<file path="src/core/fih_defines.vh">
// Purpose: constants for the flash identity, input register and operation timer
// Assumes: 25 MHz core clock
// Notes: times kept in their printed unit; cycle counts derived below
`ifndef FIH_DEFINES_VH
`define FIH_DEFINES_VH

`define FIH_CLK_KHZ 25000
// register addresses on the host memory map
`define FIH_ADDR_GPI 28'hfbc0100
`define FIH_ADDR_MAKER 28'hfbc0000
// general input register layout
`define FIH_GPI_MSB 4
`define FIH_GPI_W 5
// operation kinds
`define FIH_OP_PROG2 3'h0
`define FIH_OP_PROG4 3'h1
`define FIH_OP_SECT_ERASE 3'h2
`define FIH_OP_BLK_ERASE 3'h3
// times in microseconds
`define FIH_PROG_TYP_US 10
`define FIH_PROG_MAX_US 200
`define FIH_SUSP_PROG_MAX_US 5
`define FIH_SUSP_ERASE_MAX_US 30
// times in milliseconds
`define FIH_BLK_PROG_TYP_MS 100
`define FIH_BLK_PROG_MAX_MS 5000
`define FIH_SECT_ERASE_HV_MAX_MS 4000
`define FIH_SECT_ERASE_LV_MAX_MS 5000
`define FIH_BLK_ERASE_HV_MAX_MS 8000
`define FIH_BLK_ERASE_LV_MAX_MS 10000
`define FIH_SECT_ERASE_HV_TYP_MS 400
`define FIH_SECT_ERASE_LV_TYP_MS 500
`define FIH_BLK_ERASE_HV_TYP_MS 750
`define FIH_BLK_ERASE_LV_TYP_MS 1000
// cycle counts: maxima and typicals are both exact at 25 MHz
`define FIH_US_CYC(t) (((t) * `FIH_CLK_KHZ) / 1000)
`define FIH_MS_CYC(t) ((t) * `FIH_CLK_KHZ)
`define FIH_PROG_TYP_CYC `FIH_US_CYC(`FIH_PROG_TYP_US)
`define FIH_SUSP_PROG_CYC `FIH_US_CYC(`FIH_SUSP_PROG_MAX_US)
`define FIH_SUSP_ERASE_CYC `FIH_US_CYC(`FIH_SUSP_ERASE_MAX_US)

`endif

</file>
<file path="src/core/fih_regs.v">
// Purpose: general input and maker identity registers plus program/erase timer
// Assumes: single 25 MHz clock, host access strobes synchronous to it
// Notes: operation durations are parameters so simulation can shorten them
`timescale 1ns/10ps
`include "fih_defines.vh"

module fih_regs #(
	parameter [7:0] MAKER_ID = 8'h5a, // arbitrary value
	parameter [31:0] PROG_CYC = `FIH_PROG_TYP_CYC,
	parameter [31:0] SECT_ERASE_HV_CYC = `FIH_MS_CYC(`FIH_SECT_ERASE_HV_TYP_MS),
	parameter [31:0] SECT_ERASE_LV_CYC = `FIH_MS_CYC(`FIH_SECT_ERASE_LV_TYP_MS),
	parameter [31:0] BLK_ERASE_HV_CYC = `FIH_MS_CYC(`FIH_BLK_ERASE_HV_TYP_MS),
	parameter [31:0] BLK_ERASE_LV_CYC = `FIH_MS_CYC(`FIH_BLK_ERASE_LV_TYP_MS),
	parameter [31:0] SUSP_PROG_CYC = `FIH_SUSP_PROG_CYC,
	parameter [31:0] SUSP_ERASE_CYC = `FIH_SUSP_ERASE_CYC
) (
	input wire i_mclk,
	input wire i_rst_n,
	input wire i_rd,
	input wire i_wr,
	input wire [27:0] i_addr,
	input wire [`FIH_GPI_MSB:0] i_general_input_pins,
	input wire i_op_start,
	input wire [2:0] i_op_kind,
	input wire i_vpp_high,
	input wire i_hub_mode,
	input wire i_suspend,
	input wire i_resume,
	output reg [7:0] o_rdata,
	output reg o_rvalid,
	output wire o_ready,
	output wire o_suspended,
	output reg o_error
);

localparam [3:0] ST_IDLE = 4'h1;
localparam [3:0] ST_RUN = 4'h2;
localparam [3:0] ST_HALTING = 4'h4;
localparam [3:0] ST_PAUSED = 4'h8;

reg [3:0] state;
reg [3:0] next_state;
wire [31:0] remain;
wire [31:0] halt_cnt;
wire remain_last;
wire halt_last;
wire remain_load;
wire halt_load;
wire sel_gpi;
wire sel_maker;
reg [7:0] next_rdata;
reg [31:0] susp_len;
reg ready_now;
reg paused_now;
reg is_erase;
reg [31:0] op_len;
reg op_ok;

////////////////////////////////////////////////////////////////////////////////
// address decode; only the two register offsets select data, others answer zero
assign sel_gpi = (i_addr == `FIH_ADDR_GPI);
assign sel_maker = (i_addr == `FIH_ADDR_MAKER);

// read data select; writes have no target so i_wr changes nothing
always @* begin
	next_rdata = 8'h00; // unmapped reads as zero
	if (sel_gpi) begin
		// pins taken in the read cycle itself; host keeps them steady
		next_rdata = {3'h0, i_general_input_pins}; // reserved bits read zero
	end else if (sel_maker) begin
		next_rdata = MAKER_ID;
	end
end

// read data register; holds the last answer until the next read,
// so a host that samples late still sees the value it asked for
always @(posedge i_mclk or negedge i_rst_n) begin
	if (!i_rst_n) begin
		o_rdata <= 8'h00;
		o_rvalid <= 1'b0;
	end else begin
		o_rvalid <= i_rd; // one cycle answer
		if (i_rd) begin
			o_rdata <= next_rdata;
		end
	end
end

////////////////////////////////////////////////////////////////////////////////
// start legality; programs need the high supply, erase may run at either
always @* begin
	op_ok = 1'b1;
	case (i_op_kind)
	`FIH_OP_PROG2: begin
		op_ok = i_vpp_high & i_hub_mode; // double bytes only over the hub protocol
	end
	`FIH_OP_PROG4: begin
		op_ok = i_vpp_high;
	end
	`FIH_OP_SECT_ERASE: begin
		op_ok = 1'b1;
	end
	`FIH_OP_BLK_ERASE: begin
		op_ok = 1'b1;
	end
	default: begin
		op_ok = 1'b0; // unused kinds are refused
	end
	endcase
end

// operation length; typical figures keep every kind well under its maximum
always @* begin
	op_len = PROG_CYC;
	case (i_op_kind)
	`FIH_OP_PROG2: begin
		op_len = PROG_CYC;
	end
	`FIH_OP_PROG4: begin
		// repeated quads make up a block program at one typical each
		op_len = PROG_CYC;
	end
	`FIH_OP_SECT_ERASE: begin
		op_len = i_vpp_high ? SECT_ERASE_HV_CYC : SECT_ERASE_LV_CYC;
	end
	`FIH_OP_BLK_ERASE: begin
		op_len = i_vpp_high ? BLK_ERASE_HV_CYC : BLK_ERASE_LV_CYC;
	end
	default: begin
		op_len = PROG_CYC;
	end
	endcase
end

////////////////////////////////////////////////////////////////////////////////
// controller state transitions
always @* begin
	next_state = state;
	case (state)
	ST_IDLE: begin
		// refused starts stay idle and only raise o_error
		if (i_op_start && op_ok) begin
			next_state = ST_RUN;
		end
	end
	ST_RUN: begin
		// a suspend in the final run cycle is ignored; the operation just ends
		if (remain_last) begin
			next_state = ST_IDLE;
		end else if (i_suspend) begin
			next_state = ST_HALTING;
		end
	end
	ST_HALTING: begin
		// remaining work stays frozen until the halt countdown ends
		if (halt_last) begin
			next_state = ST_PAUSED;
		end
	end
	ST_PAUSED: begin
		// paused counts as ready; only a resume leaves
		if (i_resume) begin
			next_state = ST_RUN;
		end
	end
	default: begin
		next_state = ST_IDLE;
	end
	endcase
end

// state register
always @(posedge i_mclk or negedge i_rst_n) begin
	if (!i_rst_n) begin
		state <= ST_IDLE;
	end else begin
		state <= next_state;
	end
end

// kind and error latched at each start; o_error only moves on a start
always @(posedge i_mclk or negedge i_rst_n) begin
	if (!i_rst_n) begin
		is_erase <= 1'b0;
		o_error <= 1'b0;
	end else if (state == ST_IDLE && i_op_start) begin
		o_error <= ~op_ok; // sticky until next start
		is_erase <= i_op_kind[1];
	end
end

////////////////////////////////////////////////////////////////////////////////
// remaining work; frozen while halting or paused so resume continues it
assign remain_load = (state == ST_IDLE) && i_op_start;

fih_downcnt #(
	.W(32)
) remain_u (
	.i_mclk(i_mclk),
	.i_rst_n(i_rst_n),
	.i_load(remain_load),
	.i_load_val(op_len),
	.i_dec(state == ST_RUN),
	.o_count(remain),
	.o_last(remain_last)
);

// suspend latency bounded by the kind being suspended
always @* begin
	if (is_erase) begin
		susp_len = SUSP_ERASE_CYC;
	end else begin
		susp_len = SUSP_PROG_CYC;
	end
end

// halt countdown, loaded by a suspend while running
assign halt_load = (state == ST_RUN) && i_suspend;

fih_downcnt #(
	.W(32)
) halt_u (
	.i_mclk(i_mclk),
	.i_rst_n(i_rst_n),
	.i_load(halt_load),
	.i_load_val(susp_len),
	.i_dec(state == ST_HALTING),
	.o_count(halt_cnt),
	.o_last(halt_last)
);

////////////////////////////////////////////////////////////////////////////////
// status decode from the one-hot state; busy while running or halting
always @* begin
	ready_now = 1'b0;
	paused_now = 1'b0;
	case (state)
	ST_IDLE: begin
		ready_now = 1'b1;
	end
	ST_RUN: begin
		ready_now = 1'b0;
	end
	ST_HALTING: begin
		ready_now = 1'b0; // still busy until paused
	end
	ST_PAUSED: begin
		ready_now = 1'b1;
		paused_now = 1'b1;
	end
	default: begin
		ready_now = 1'b0;
	end
	endcase
end

assign o_ready = ready_now;
assign o_suspended = paused_now;

endmodule

////////////////////////////////////////////////////////////////////////////////
// loadable down counter that stops at zero; o_last flags the final count
// load wins over a decrement so a restart in the same cycle is not lost
module fih_downcnt #(
	parameter W = 32
) (
	input wire i_mclk,
	input wire i_rst_n,
	input wire i_load,
	input wire [W-1:0] i_load_val,
	input wire i_dec,
	output reg [W-1:0] o_count,
	output wire o_last
);

// count register
always @(posedge i_mclk or negedge i_rst_n) begin
	if (!i_rst_n) begin
		o_count <= {W{1'b0}};
	end else if (i_load) begin
		o_count <= i_load_val;
	end else if (i_dec && (o_count != {W{1'b0}})) begin
		o_count <= o_count - {{(W-1){1'b0}}, 1'b1};
	end
end

// one or zero left counts as last, so a zero load cannot hang the caller
assign o_last = (o_count <= {{(W-1){1'b0}}, 1'b1});

endmodule

</file>
<file path="config.mk">
export PLATFORM = sky130hd
export DESIGN_NAME = fih_regs
export DESIGN_NICKNAME = d
export VERILOG_FILES = /design/src/core/fih_regs.v
export VERILOG_INCLUDE_DIRS = /design/src /design/src/core
export SDC_FILE = /design/constraint.sdc
export NUM_CORES = 1
export LEC_CHECK = 0
export ABC_AREA = 1
export BUFFER_PORTS_ARGS = -buffer_cell sky130_fd_sc_hd__buf_4
export CAP_MARGIN = 20
export CORE_MARGIN = 2
export CORE_UTILIZATION = 44
export DETAILED_ROUTE_END_ITERATION = 6
export PLACE_DENSITY_LB_ADDON = 0.1
export SETUP_SLACK_MARGIN = 0.4
export SKIP_LAST_GASP = 1
export SLEW_MARGIN = 30
export SYNTH_ARGS = -nofsm -noshare
export SYNTH_HDL_FRONTEND = slang
export SYNTH_SLANG_ARGS = --single-unit
</file>
<file path="constraint.sdc">
create_clock -name i_mclk -period 1.8 [get_ports i_mclk]
set_clock_uncertainty 0.1 [all_clocks]
set_input_delay 0.36 -clock i_mclk [delete_from_list [all_inputs] [get_ports i_mclk]]
set_output_delay 0.36 -clock i_mclk [all_outputs]
set_load 0.05 [all_outputs]
</file>
# After elaboration in Yosys (flattened, before gate mapping)
# Cells that the tools add are included.
[word_totals]
regBits = 79
inputBits = 45
out_inout_bits = 12
word_cells = 58
[classes]
add_sub_neg = 2
order_cmp = 2
n_eq_ne = 13
muxes = 19
bitwise_logic = 2
n_reduce_logical = 13
[op_table]
columns = ["op", "count"]
rows = [
  ["2-to-1 mux 32 bit", 4],
  ["less-or-equal comparator 32 x 1 -> 1 bit, second input constant", 2],
  ["nonzero test 32 bit", 2],
  ["subtractor 32 x 1 -> 32 bit, second input constant", 2],
  ["== test 28 bit, second input constant", 2],
  ["one-hot mux 25 bit (2 select lines)", 1],
  ["2-to-1 mux 23 bit", 1],
  ["2-to-1 mux 22 bit", 1],
  ["2-to-1 mux 4 bit", 5],
  ["one-hot mux 4 bit (4 select lines)", 1],
  ["2-to-1 mux 10 bit", 1],
  ["2-to-1 mux 8 bit", 1],
  ["2-to-1 mux 7 bit", 1],
  ["== test 3 x 2 -> 1 bit, second input constant", 2],
  ["!= test 2 bit, second input constant", 3],
  ["logical AND 1 bit", 5],
  ["== test 4 x 1 -> 1 bit, second input constant", 1],
  ["== test 4 x 2 -> 1 bit, second input constant", 1],
  ["== test 4 x 3 -> 1 bit, second input constant", 1],
  ["== test 4 bit, second input constant", 1],
  ["AND reduction 4 bit", 1],
  ["nonzero test 2 bit", 2],
  ["OR reduction 2 bit", 2],
  ["== test 3 x 1 -> 1 bit, second input constant", 1],
  ["other kinds (6)", 7],
]

# Logic depth before layout (Yosys ltp)
# Gate-level depths: netlist of run 1.
[depth]
depth_word = 6
ltp_mapped = 11
mapped_depth_nobuf = 11

# Hierarchy
# Synthesis of run 1 repeated with hierarchy kept, for this count alone.
[hier_totals]
hier_cells = 1016
area_unflattened_um2 = 6167.2
[by_module_without_submodules]
columns = ["module", "instances", "cells_per_inst", "area_each_um2", "seq_area_each_um2"]
rows = [
  ["fih_downcnt (remain_u)", 1, 437, 2688.8, 800.8],
  ["fih_downcnt (halt_u)", 1, 437, 2590.0, 800.8],
  ["fih_regs", 1, 142, 888.4, 326.6],
]

# Least setup slack after synthesis of run 1
# Ideal clock, no wire load.
[synth_path]
path_kind = "flip-flop to output port"
startpoint = "reg state[1]"
endpoint = "out o_ready"
t_arrival_ns = 2.143
t_required_ns = 1.340
slack_ns = -0.803
path_stages_with_launch = 6
path_buffers = 0
cell_sequence = "dfrtp_1 > inv_1 > nand2_1 > nor3_1 > nor2_1 > inv_1"
[synth_between]
elab_chain_cells = 3
word_cells_on_any_way = 4
cone_classes = "eq/ne: 2; mux: 1; reduce/logical: 1"
[synth_rtl]
columns = ["element", "line", "rtl"]
rows = [
  ["start: declaration", "fih_regs.v:41", "reg [3:0] state;"],
  ["start signal: assignment", "fih_regs.v:177", "state <= next_state;"],
  ["== test 4 x 1 -> 1 bit / == test 4 bit (equally long branches)", "fih_regs.v:237", "case (state)"],
  ["OR reduction 2 bit (no source line) *", "--", ""],
  ["2-to-1 mux 1 bit *", "fih_regs.v:237", ""],
  ["end: declaration", "fih_regs.v:31", "output wire o_ready,"],
]
# Mark *: on every way between the ends. The rest lies on a longest branch, timed or not.

# Worst setup path in the final report of run 1
[layout_path]
startpoint = "reg remain_u.o_count[1]"
endpoint = "reg remain_u.o_count[24]"
[layout_between]
elab_chain_cells = 3
word_cells_on_any_way = 6
cone_classes = "add/sub: 1; mux: 2; reduce/logical: 3"
[layout_rtl]
columns = ["element", "line", "rtl"]
rows = [
  ["start: declaration", "fih_regs.v:273", "output reg [W-1:0] o_count,"],
  ["start signal: assignment", "fih_regs.v:280", "o_count <= {W{1'b0}};"],
  ["start signal: assignment", "fih_regs.v:282", "o_count <= i_load_val;"],
  ["start signal: assignment", "fih_regs.v:284", "o_count <= o_count - {{(W-1){1'b0}}, 1'b1};"],
  ["subtractor 32 x 1 -> 32 bit / nonzero test 32 bit (equally long branches)", "fih_regs.v:284, fih_regs.v:283", ""],
  ["2-to-1 mux 32 bit / logical AND 1 bit (equally long branches)", "fih_regs.v:283", "end else if (i_dec && (o_count != {W{1'b0}})) begin"],
  ["2-to-1 mux 32 bit / nonzero test 2 bit (equally long branches)", "--", ""],
]
# Several ways; a longest one is shown, not always the timed one. The select of a mux whose other input is x is not followed.
# A chain may end at the register's enable or synchronous reset.

==> results of run 1 <==
-- registers in the layout (all words and copies together), names as in the netlist --
signal and count:
remain_u.o_count 32, state 4, o_error 1, is_erase 1, o_rdata 6, halt_u.o_count 32
o_rvalid 1
-- what timing repair did --
item | CTS | global route
hold buffers | 1 | 0
pin swaps | 56 | 46
gates cloned | 7 | 1
resized for setup | 157 | 85
endpoints found under the setup margin | 75 | 76
hold endpoints to repair | 27 | 0
buffers inserted | 50 | 25
-- stage by stage --
step                      area, µm²  utilization (%)  hold slack, ns  setup TNS, ns
final                          8350             70.1          0.0797         -0.543
after global placement         6500             54.6           0.219        -0.0235
after floorplan                5510                -         -0.0356              0
after global routing           8350             70.1          0.0850          -3.74
after CTS                      7830             65.7          0.0753         -0.107
after detailed placement       6500             54.6           0.222         -0.648
-- cell type report --
class,instances,area (µm²)
clock buffer,12,246
timing repair buffer,202,1770
fill,921,3560
tap,147,184
multi-input combinational,672,3820
timing repair inverter,4,50.0
inverter,57,248
sequential,77,1940
clock inverter,4,95.1
-- worst paths after layout --
path	endpoint	slack (ns)	depth (start not counted)
setup / recovery	remain_u.o_count[24]	-0.09	10
hold / removal	o_rvalid	0.08	1
setup reg to reg	remain_u.o_count[24]	-0.09	10
hold reg to reg	o_rdata[6]	0.38	2
max in group asynchronous	state[0]	0.65	3
min in group asynchronous	halt_u.o_count[5]	0.39	2
-- power breakdown --
part | switching, mW | internal [mW]
clock | 0.734 | 1.39
sequential | 0.520 | 2.26
combinational | 4.88 | 3.83
-- synth_stat cells (2+ instances only) --
library cell,number
nand2_1,304
nor2_1,161
dfrtp_1,76
nand3_1,64
inv_1,53
o21ai_0,38
xor2_1,26
nand4_1,12
a21oi_1,11
nor2_2,9
buf_6,8
nor3_1,8
o21ai_1,8
ha_1,6
o21bai_1,6
buf_2,5
buf_4,4
nor2_4,4
xnor2_1,3
clkbuf_1,2
inv_2,2
inv_4,2
nand2_2,2
nand3b_1,2
-- kinds of logic (layout without fill, tap and decap cells) --
kind of cell	count (synthesis)	in the layout	synth area share, %
DFF	77	77	36.2
adders and majority gates	6	6	1.41
AOI/OAI and AO/OA	65	65	6.67
and+or+nand+nor	569	570	43.9
buffers and inverters	76	279	6.98
xor gates and xnor gates	29	29	4.77
other	1	2	0.0704
-- per-layer routing --
layer  track usage, %  share of wire, %  wire [µm]  vias to the layer above
met1             31.9                40       7230                     2886
li1                 -                 -          -                     3004
met4             13.4               3.5        634                        0
met2             50.0                53       9440                      179
met5                0                 0          0                        -
met3             3.35               3.7        672                       69
-- critical path, delay by kind of cell, from the launching register on --
family        cells  cell delay, ns
xor+xnor          1            0.13
fa+ha+maj         1            0.15
buf+inv           3            0.42
flops             1            0.39
simple gates      5            0.57
==> out/qor.txt, run 1 <==
======================================================================================
Min Clock Period, post-route                                                   1.89 ns
Peak Freq                                                                      529 MHz
Number of hold-slack violations in the final timing report                           0
Gp weighted congestion                                                           0.949
Library cell contributing the largest single delay on the critical path        dfrtp_1
Clock sinks                                                                         77
Dominant register cell in the synthesized netlist                              dfrtp_1
Worst skew pair latency                                                        0.35 ns
Worst path arrival time                                                        2.01 ns
Number of synthesized register bits                                                 77
CTS Buf Count                                                                        9
Period utilization                                                                105%
Area delta synth->final                                                          56.8%
DRT Pass-1 Iters                                                                     5
Maximum number of pins on one net before global-route repair                        31
Via count of the first global-routing pass                                        6028
1st-iter DRT viols                                                                 397
Antenna diodes                                                                       0
Critical Path Start                                                       remain_u.o_count[1]
Total GRT Usage                                                                  27.5%
Violated checks                                                           negative setup slack
Leading post-synthesis cells by cell area                                 dfrtp_1, nand2_1, nor2_1
Fraction of registers with async set/reset                                        100%
Crit Path Max Fanout                                                                 4
Total via count in the routed design                                              6138
Global-route wire length before repair                                         28.2 mm
CP Capture Type                                                                   flop
Fraction of final layout cells with drive strength greater than 1                40.4%
Final Non-Filler Cells                                                            1175
Initial cell density of the core                                                 44.7%
Total of buffers placed on input and output ports                                   53
Cell accounting for the most synthesized area                                  dfrtp_1
Proportion of netlist area held by the largest area contributor                  35.7%
Ordered list of cells on the worst path                                   inv_2 > buf_6 > ha_4 > nand2_4 > nor2_4 > buf_4 > nand3_1 > xnor2_1 > nand2_1 > nand3_2
Number of placed I/O pins                                                           57
Cell area after technology mapping                                            5320 µm²
Overall die height                                                              114 µm
Slack of the critical path                                                  -0.0896 ns
Clock tree from TritonCTS                                                        built
Count of H-tree levels built during CTS                                              3
Synthesized area per cell                                                     6.47 µm²
Pwr Total                                                                      13.6 mW
Number of nets with antenna violations after routing                                 0
Number of cell rows                                                                 40
Final-report setup violation count                                                  15
Dpl hpwl                                                                       11.2 mm
Clock-pin transition on the worst setup and hold timing paths                  0.06 ns
Setup repair after global routing missed its margin                                yes
Final count of pins violating max slew                                               0
Static power due to leakage                                                    4.23 nW
Largest stage delay, worst path                                                0.39 ns
Final Routed Wirelength                                                        18.0 mm
Required arrival time at the worst endpoint                                    1.92 ns
Synth warnings                                                                       0
Drt drc                                                                              0
Final net count                                                                   1074
Count of flip-flops with a built-in enable after synthesis                           0
Commonest non-fill, non-tap cell in the layout                                 nand2_1
Hold path start                                                                   i_rd
Most frequent cells in the layout                                         nand2_1, buf_4, nor2_1
Initial antenna violation count                                                      0
Status                                                                    complete, but fails checks
Synth cell types                                                                    31
Max-cap viol count                                                                   0
Routed WL per cell                                                             15.3 µm
Clock root cell                                                              clkbuf_16
VDD IR-drop max                                                                1.07 mV
Setup Crit Path Kind                                                        reg -> reg
Post-placement setup slack                                                  -0.0511 ns
Core outline area                                                            11900 µm²
# placed instances                                                                1075
Reg-to-Reg Start                                                          remain_u.o_count[1]
Area of the die                                                              13000 µm²
P per Cell Area                                                            1630 nW/µm²
Maximum number of buffers from clock root to sink                                    2
Synth Instances                                                                    823
DIE WIDTH                                                                       114 µm
Worst hold path class                                                        in -> reg
Sequential element share of the synthesized area                                 36.2%
Launching element type of the critical path                                       flop
Total overflow reported by the global router                                         0
Avg Vias per Cell                                                                 5.22
======================================================================================
Power figures use the tool's default switching activity.
==> inputs of run 2 (changes only) <==
- MAX_ROUTING_LAYER: not set -> met4
- SLEW_MARGIN: 30 -> not set
==> run 2 against run 1 <==
Compared with the run above: the run still ends with negative setup slack left; total power up 1.7%; hold slack worse by 0.0072 ns; routed wire length up 3.7%; critical path depth up 1; largest power group unchanged; core utilization up 0.27 points; setup slack better by 0.0076 ns; via count up 1.0%; cell count about the same; largest cell class unchanged; maximum frequency up 0.40%; global-route usage up 2.3 points.
==> out/qor.txt, run 2 (synthesis results as in run 1) <==
======================================================================================
Number of placed I/O pins                                                           57   unchanged
Setup Crit Path Kind                                                        reg -> reg
Final count of pins violating max slew                                               0   unchanged
Most frequent cells in the layout                                         nand2_1, buf_4, nor2_1
Biggest registers after layout                                            halt_u.o_count (32), remain_u.o_count (32), o_rdata (6)
Area delta synth->final                                                          57.4%
Routed WL per cell                                                             15.9 µm   +3.8%
# placed instances                                                                1071   -0.37%
GR met1 Demand/Resource                                                          33.0%   +1.1 points
1st-iter DRT viols                                                                 442   +11%
Area of the die                                                              13000 µm²   unchanged
Antenna diodes                                                                       0   unchanged
Global-route wire length before repair                                         29.6 mm   +4.8%
Maximum number of buffers from clock root to sink                                    2   unchanged
Crit Path Max Fanout                                                                 4   unchanged
Total overflow reported by the global router                                         0   unchanged
Slack of the worst reg-to-reg path                                            -0.08 ns   about the same
DIE WIDTH                                                                       114 µm   unchanged
Total of buffers placed on input and output ports                                   53   unchanged
Min Clock Period, post-route                                                   1.88 ns   -0.00757 ns
Worst R2R Path Depth                                                                11   +1
CTS Buf Count                                                                        9   unchanged
Core outline area                                                            11900 µm²   unchanged
Setup repair after global routing missed its margin                                yes
Static power due to leakage                                                    4.23 nW   about the same
Final-report setup violation count                                                  20   +5
Clock sinks                                                                         77   unchanged
Final Routed Wirelength                                                        18.6 mm   +3.7%
Worst path arrival time                                                        2.03 ns   +0.02 ns
Worst path top cell family by delay                                       simple AND/OR/NAND/NOR gates
Total GRT Usage                                                                  29.8%   +2.3 points
DRT Pass-1 Iters                                                                     5   unchanged
Worst hold path class                                                        in -> reg
Pwr Total                                                                      13.8 mW   +1.7%
Fraction of final layout cells with drive strength greater than 1                40.4%   about the same
Critical Path Start                                                       remain_u.o_count[20]
Final Non-Filler Cells                                                            1174   -0.085%
Period utilization                                                                105%   -0.42 points
Required arrival time at the worst endpoint                                    1.95 ns   +0.03 ns
TNS Setup                                                                    -0.793 ns   -0.251 ns
Gp weighted congestion                                                           0.955   +0.64%
Commonest non-fill, non-tap cell in the layout                                 nand2_1
Stages on the worst setup path                                                      11   +1
Critical path endpoint                                                    remain_u.o_count[3]
Met3 track demand over resource in global routing                                5.05%   +1.7 points
Worst skew pair latency                                                        0.36 ns   about the same
Overall die height                                                              114 µm   unchanged
Reg-to-Reg Start                                                          remain_u.o_count[20]
Status                                                                    complete, but fails checks
Final net count                                                                   1073   -0.093%
Number of nets with antenna violations after routing                                 0   unchanged
Slew HR                                                                          66.6%
Dpl hpwl                                                                       11.4 mm   +2.2%
Library cell contributing the largest single delay on the critical path        dfrtp_1
Number of cell rows                                                                 40   unchanged
Clock tree from TritonCTS                                                        built
Most crowded layer after global routing                                           met2
Reg2reg end                                                               remain_u.o_count[3]
Slack of the critical path                                                  -0.0820 ns   +0.00757 ns
CP Capture Type                                                                   flop
Count of H-tree levels built during CTS                                              3   unchanged
Post-layout utilization of the core                                              70.3%   +0.27 points
Number of buffers and inverters on the critical path                                 3   unchanged
Drt drc                                                                              0   unchanged
Largest stage delay, worst path                                                0.39 ns   about the same
Via count of the first global-routing pass                                        6276   +4.1%
Max-cap viol count                                                                   0   unchanged
Initial cell density of the core                                                 44.7%   unchanged
Initial antenna violation count                                                      0   unchanged
VDD IR-drop max                                                                1.18 mV   +10%
Clock root cell                                                              clkbuf_16
Launching element type of the critical path                                       flop
Peak Freq                                                                      531 MHz   +0.40%
Violated checks                                                           negative setup slack
Avg Vias per Cell                                                                 5.28   +1.1%
Total via count in the routed design                                              6200   +1.0%
Number of hold-slack violations in the final timing report                           0   unchanged
Maximum number of pins on one net before global-route repair                        34   +9.7%
Clock-pin transition on the worst setup and hold timing paths                  0.06 ns   about the same
P per Cell Area                                                            1650 nW/µm²   +1.3%
Met2 layer usage reported by global route                                        52.5%   +2.5 points
Ordered list of cells on the worst path                                   nor2_1 > nand2_1 > nor2_4 > nand2_2 > nor2_4 > o21ai_4 > buf_12 > buf_16 > buf_4 > nand3_2 > nand2_2
Transition at the pin with the smallest max-transition slack                  0.500 ns
======================================================================================
==> run 2: changes by cell type in the layout (fill, tap and decap cells not counted), moves of 5 or more <==
| cell | change |
|---|---|
| dfrtp_1 | +5 |
| buf_6 | -9 |
| dfrtp_2 | -5 |
| nor2_4 | -9 |
| nor2_2 | +7 |
| buf_12 | +5 |
==> run 2: worst min path at each step <==
stage,startpoint,to,slack (ns),depth (start not counted)
global placement,i_rst_n,halt_u.o_count[3],0.25,1
floorplan,i_rst_n,halt_u.o_count[0],-0.04,0
finish,i_rd,o_rvalid,0.07,1
CTS,i_rd,o_rvalid,0.07,1
global route,i_rd,o_rvalid,0.07,1
detailed placement,i_rst_n,halt_u.o_count[7],0.25,1
==> run 2: layout make-up <==
type	count	area (µm²)
multi-input combinational	671	3760
sequential	77	1930
timing repair buffer	203	1890
clock inverter	6	111
clock buffer	10	229
timing repair inverter	3	30.0
tap	147	184
fill	896	3530
inverter	57	238
==> run 2: stage by stage <==
step	hold slack, ns	instance area [µm²]	setup WS, ns
4_1_cts	0.0723	8110	-0.0850
2_1_floorplan	-0.0356	5510	0.0279
3_3_place_gp	0.253	6480	0.0175
5_1_grt	0.0739	8380	-0.171
6_report	0.0725	8380	-0.0820
3_5_place_dp	0.252	6480	-0.00387
==> run 2: report_power, final <==
group	internal (mW)	total, mW	switching, mW
clock network	1.35	2.13	0.778
registers	2.25	2.77	0.522
logic	3.97	8.94	4.97
total	7.58	13.8	6.27
==> run 2: metal layers <==
layer | share of wire, % | routed length [µm] | vias up
li1 | - | - | 2992
met1 | 39 | 7260 | 2941
met2 | 52 | 9730 | 200
met3 | 4.7 | 872 | 67
met4 | 4.1 | 767 | 0
met5 | 0 | 0 | -
==> run 2: what timing repair did <==
| item | 4_1_cts | 5_1_grt |
|---|---|---|
| setup endpoints to repair | 72 | 76 |
| pin swaps | 70 | 29 |
| gates cloned | 9 | 0 |
| hold endpoints to repair | 29 | 0 |
| buffers inserted | 67 | 10 |
| resized for setup | 163 | 59 |
| hold buffers | 1 | 0 |
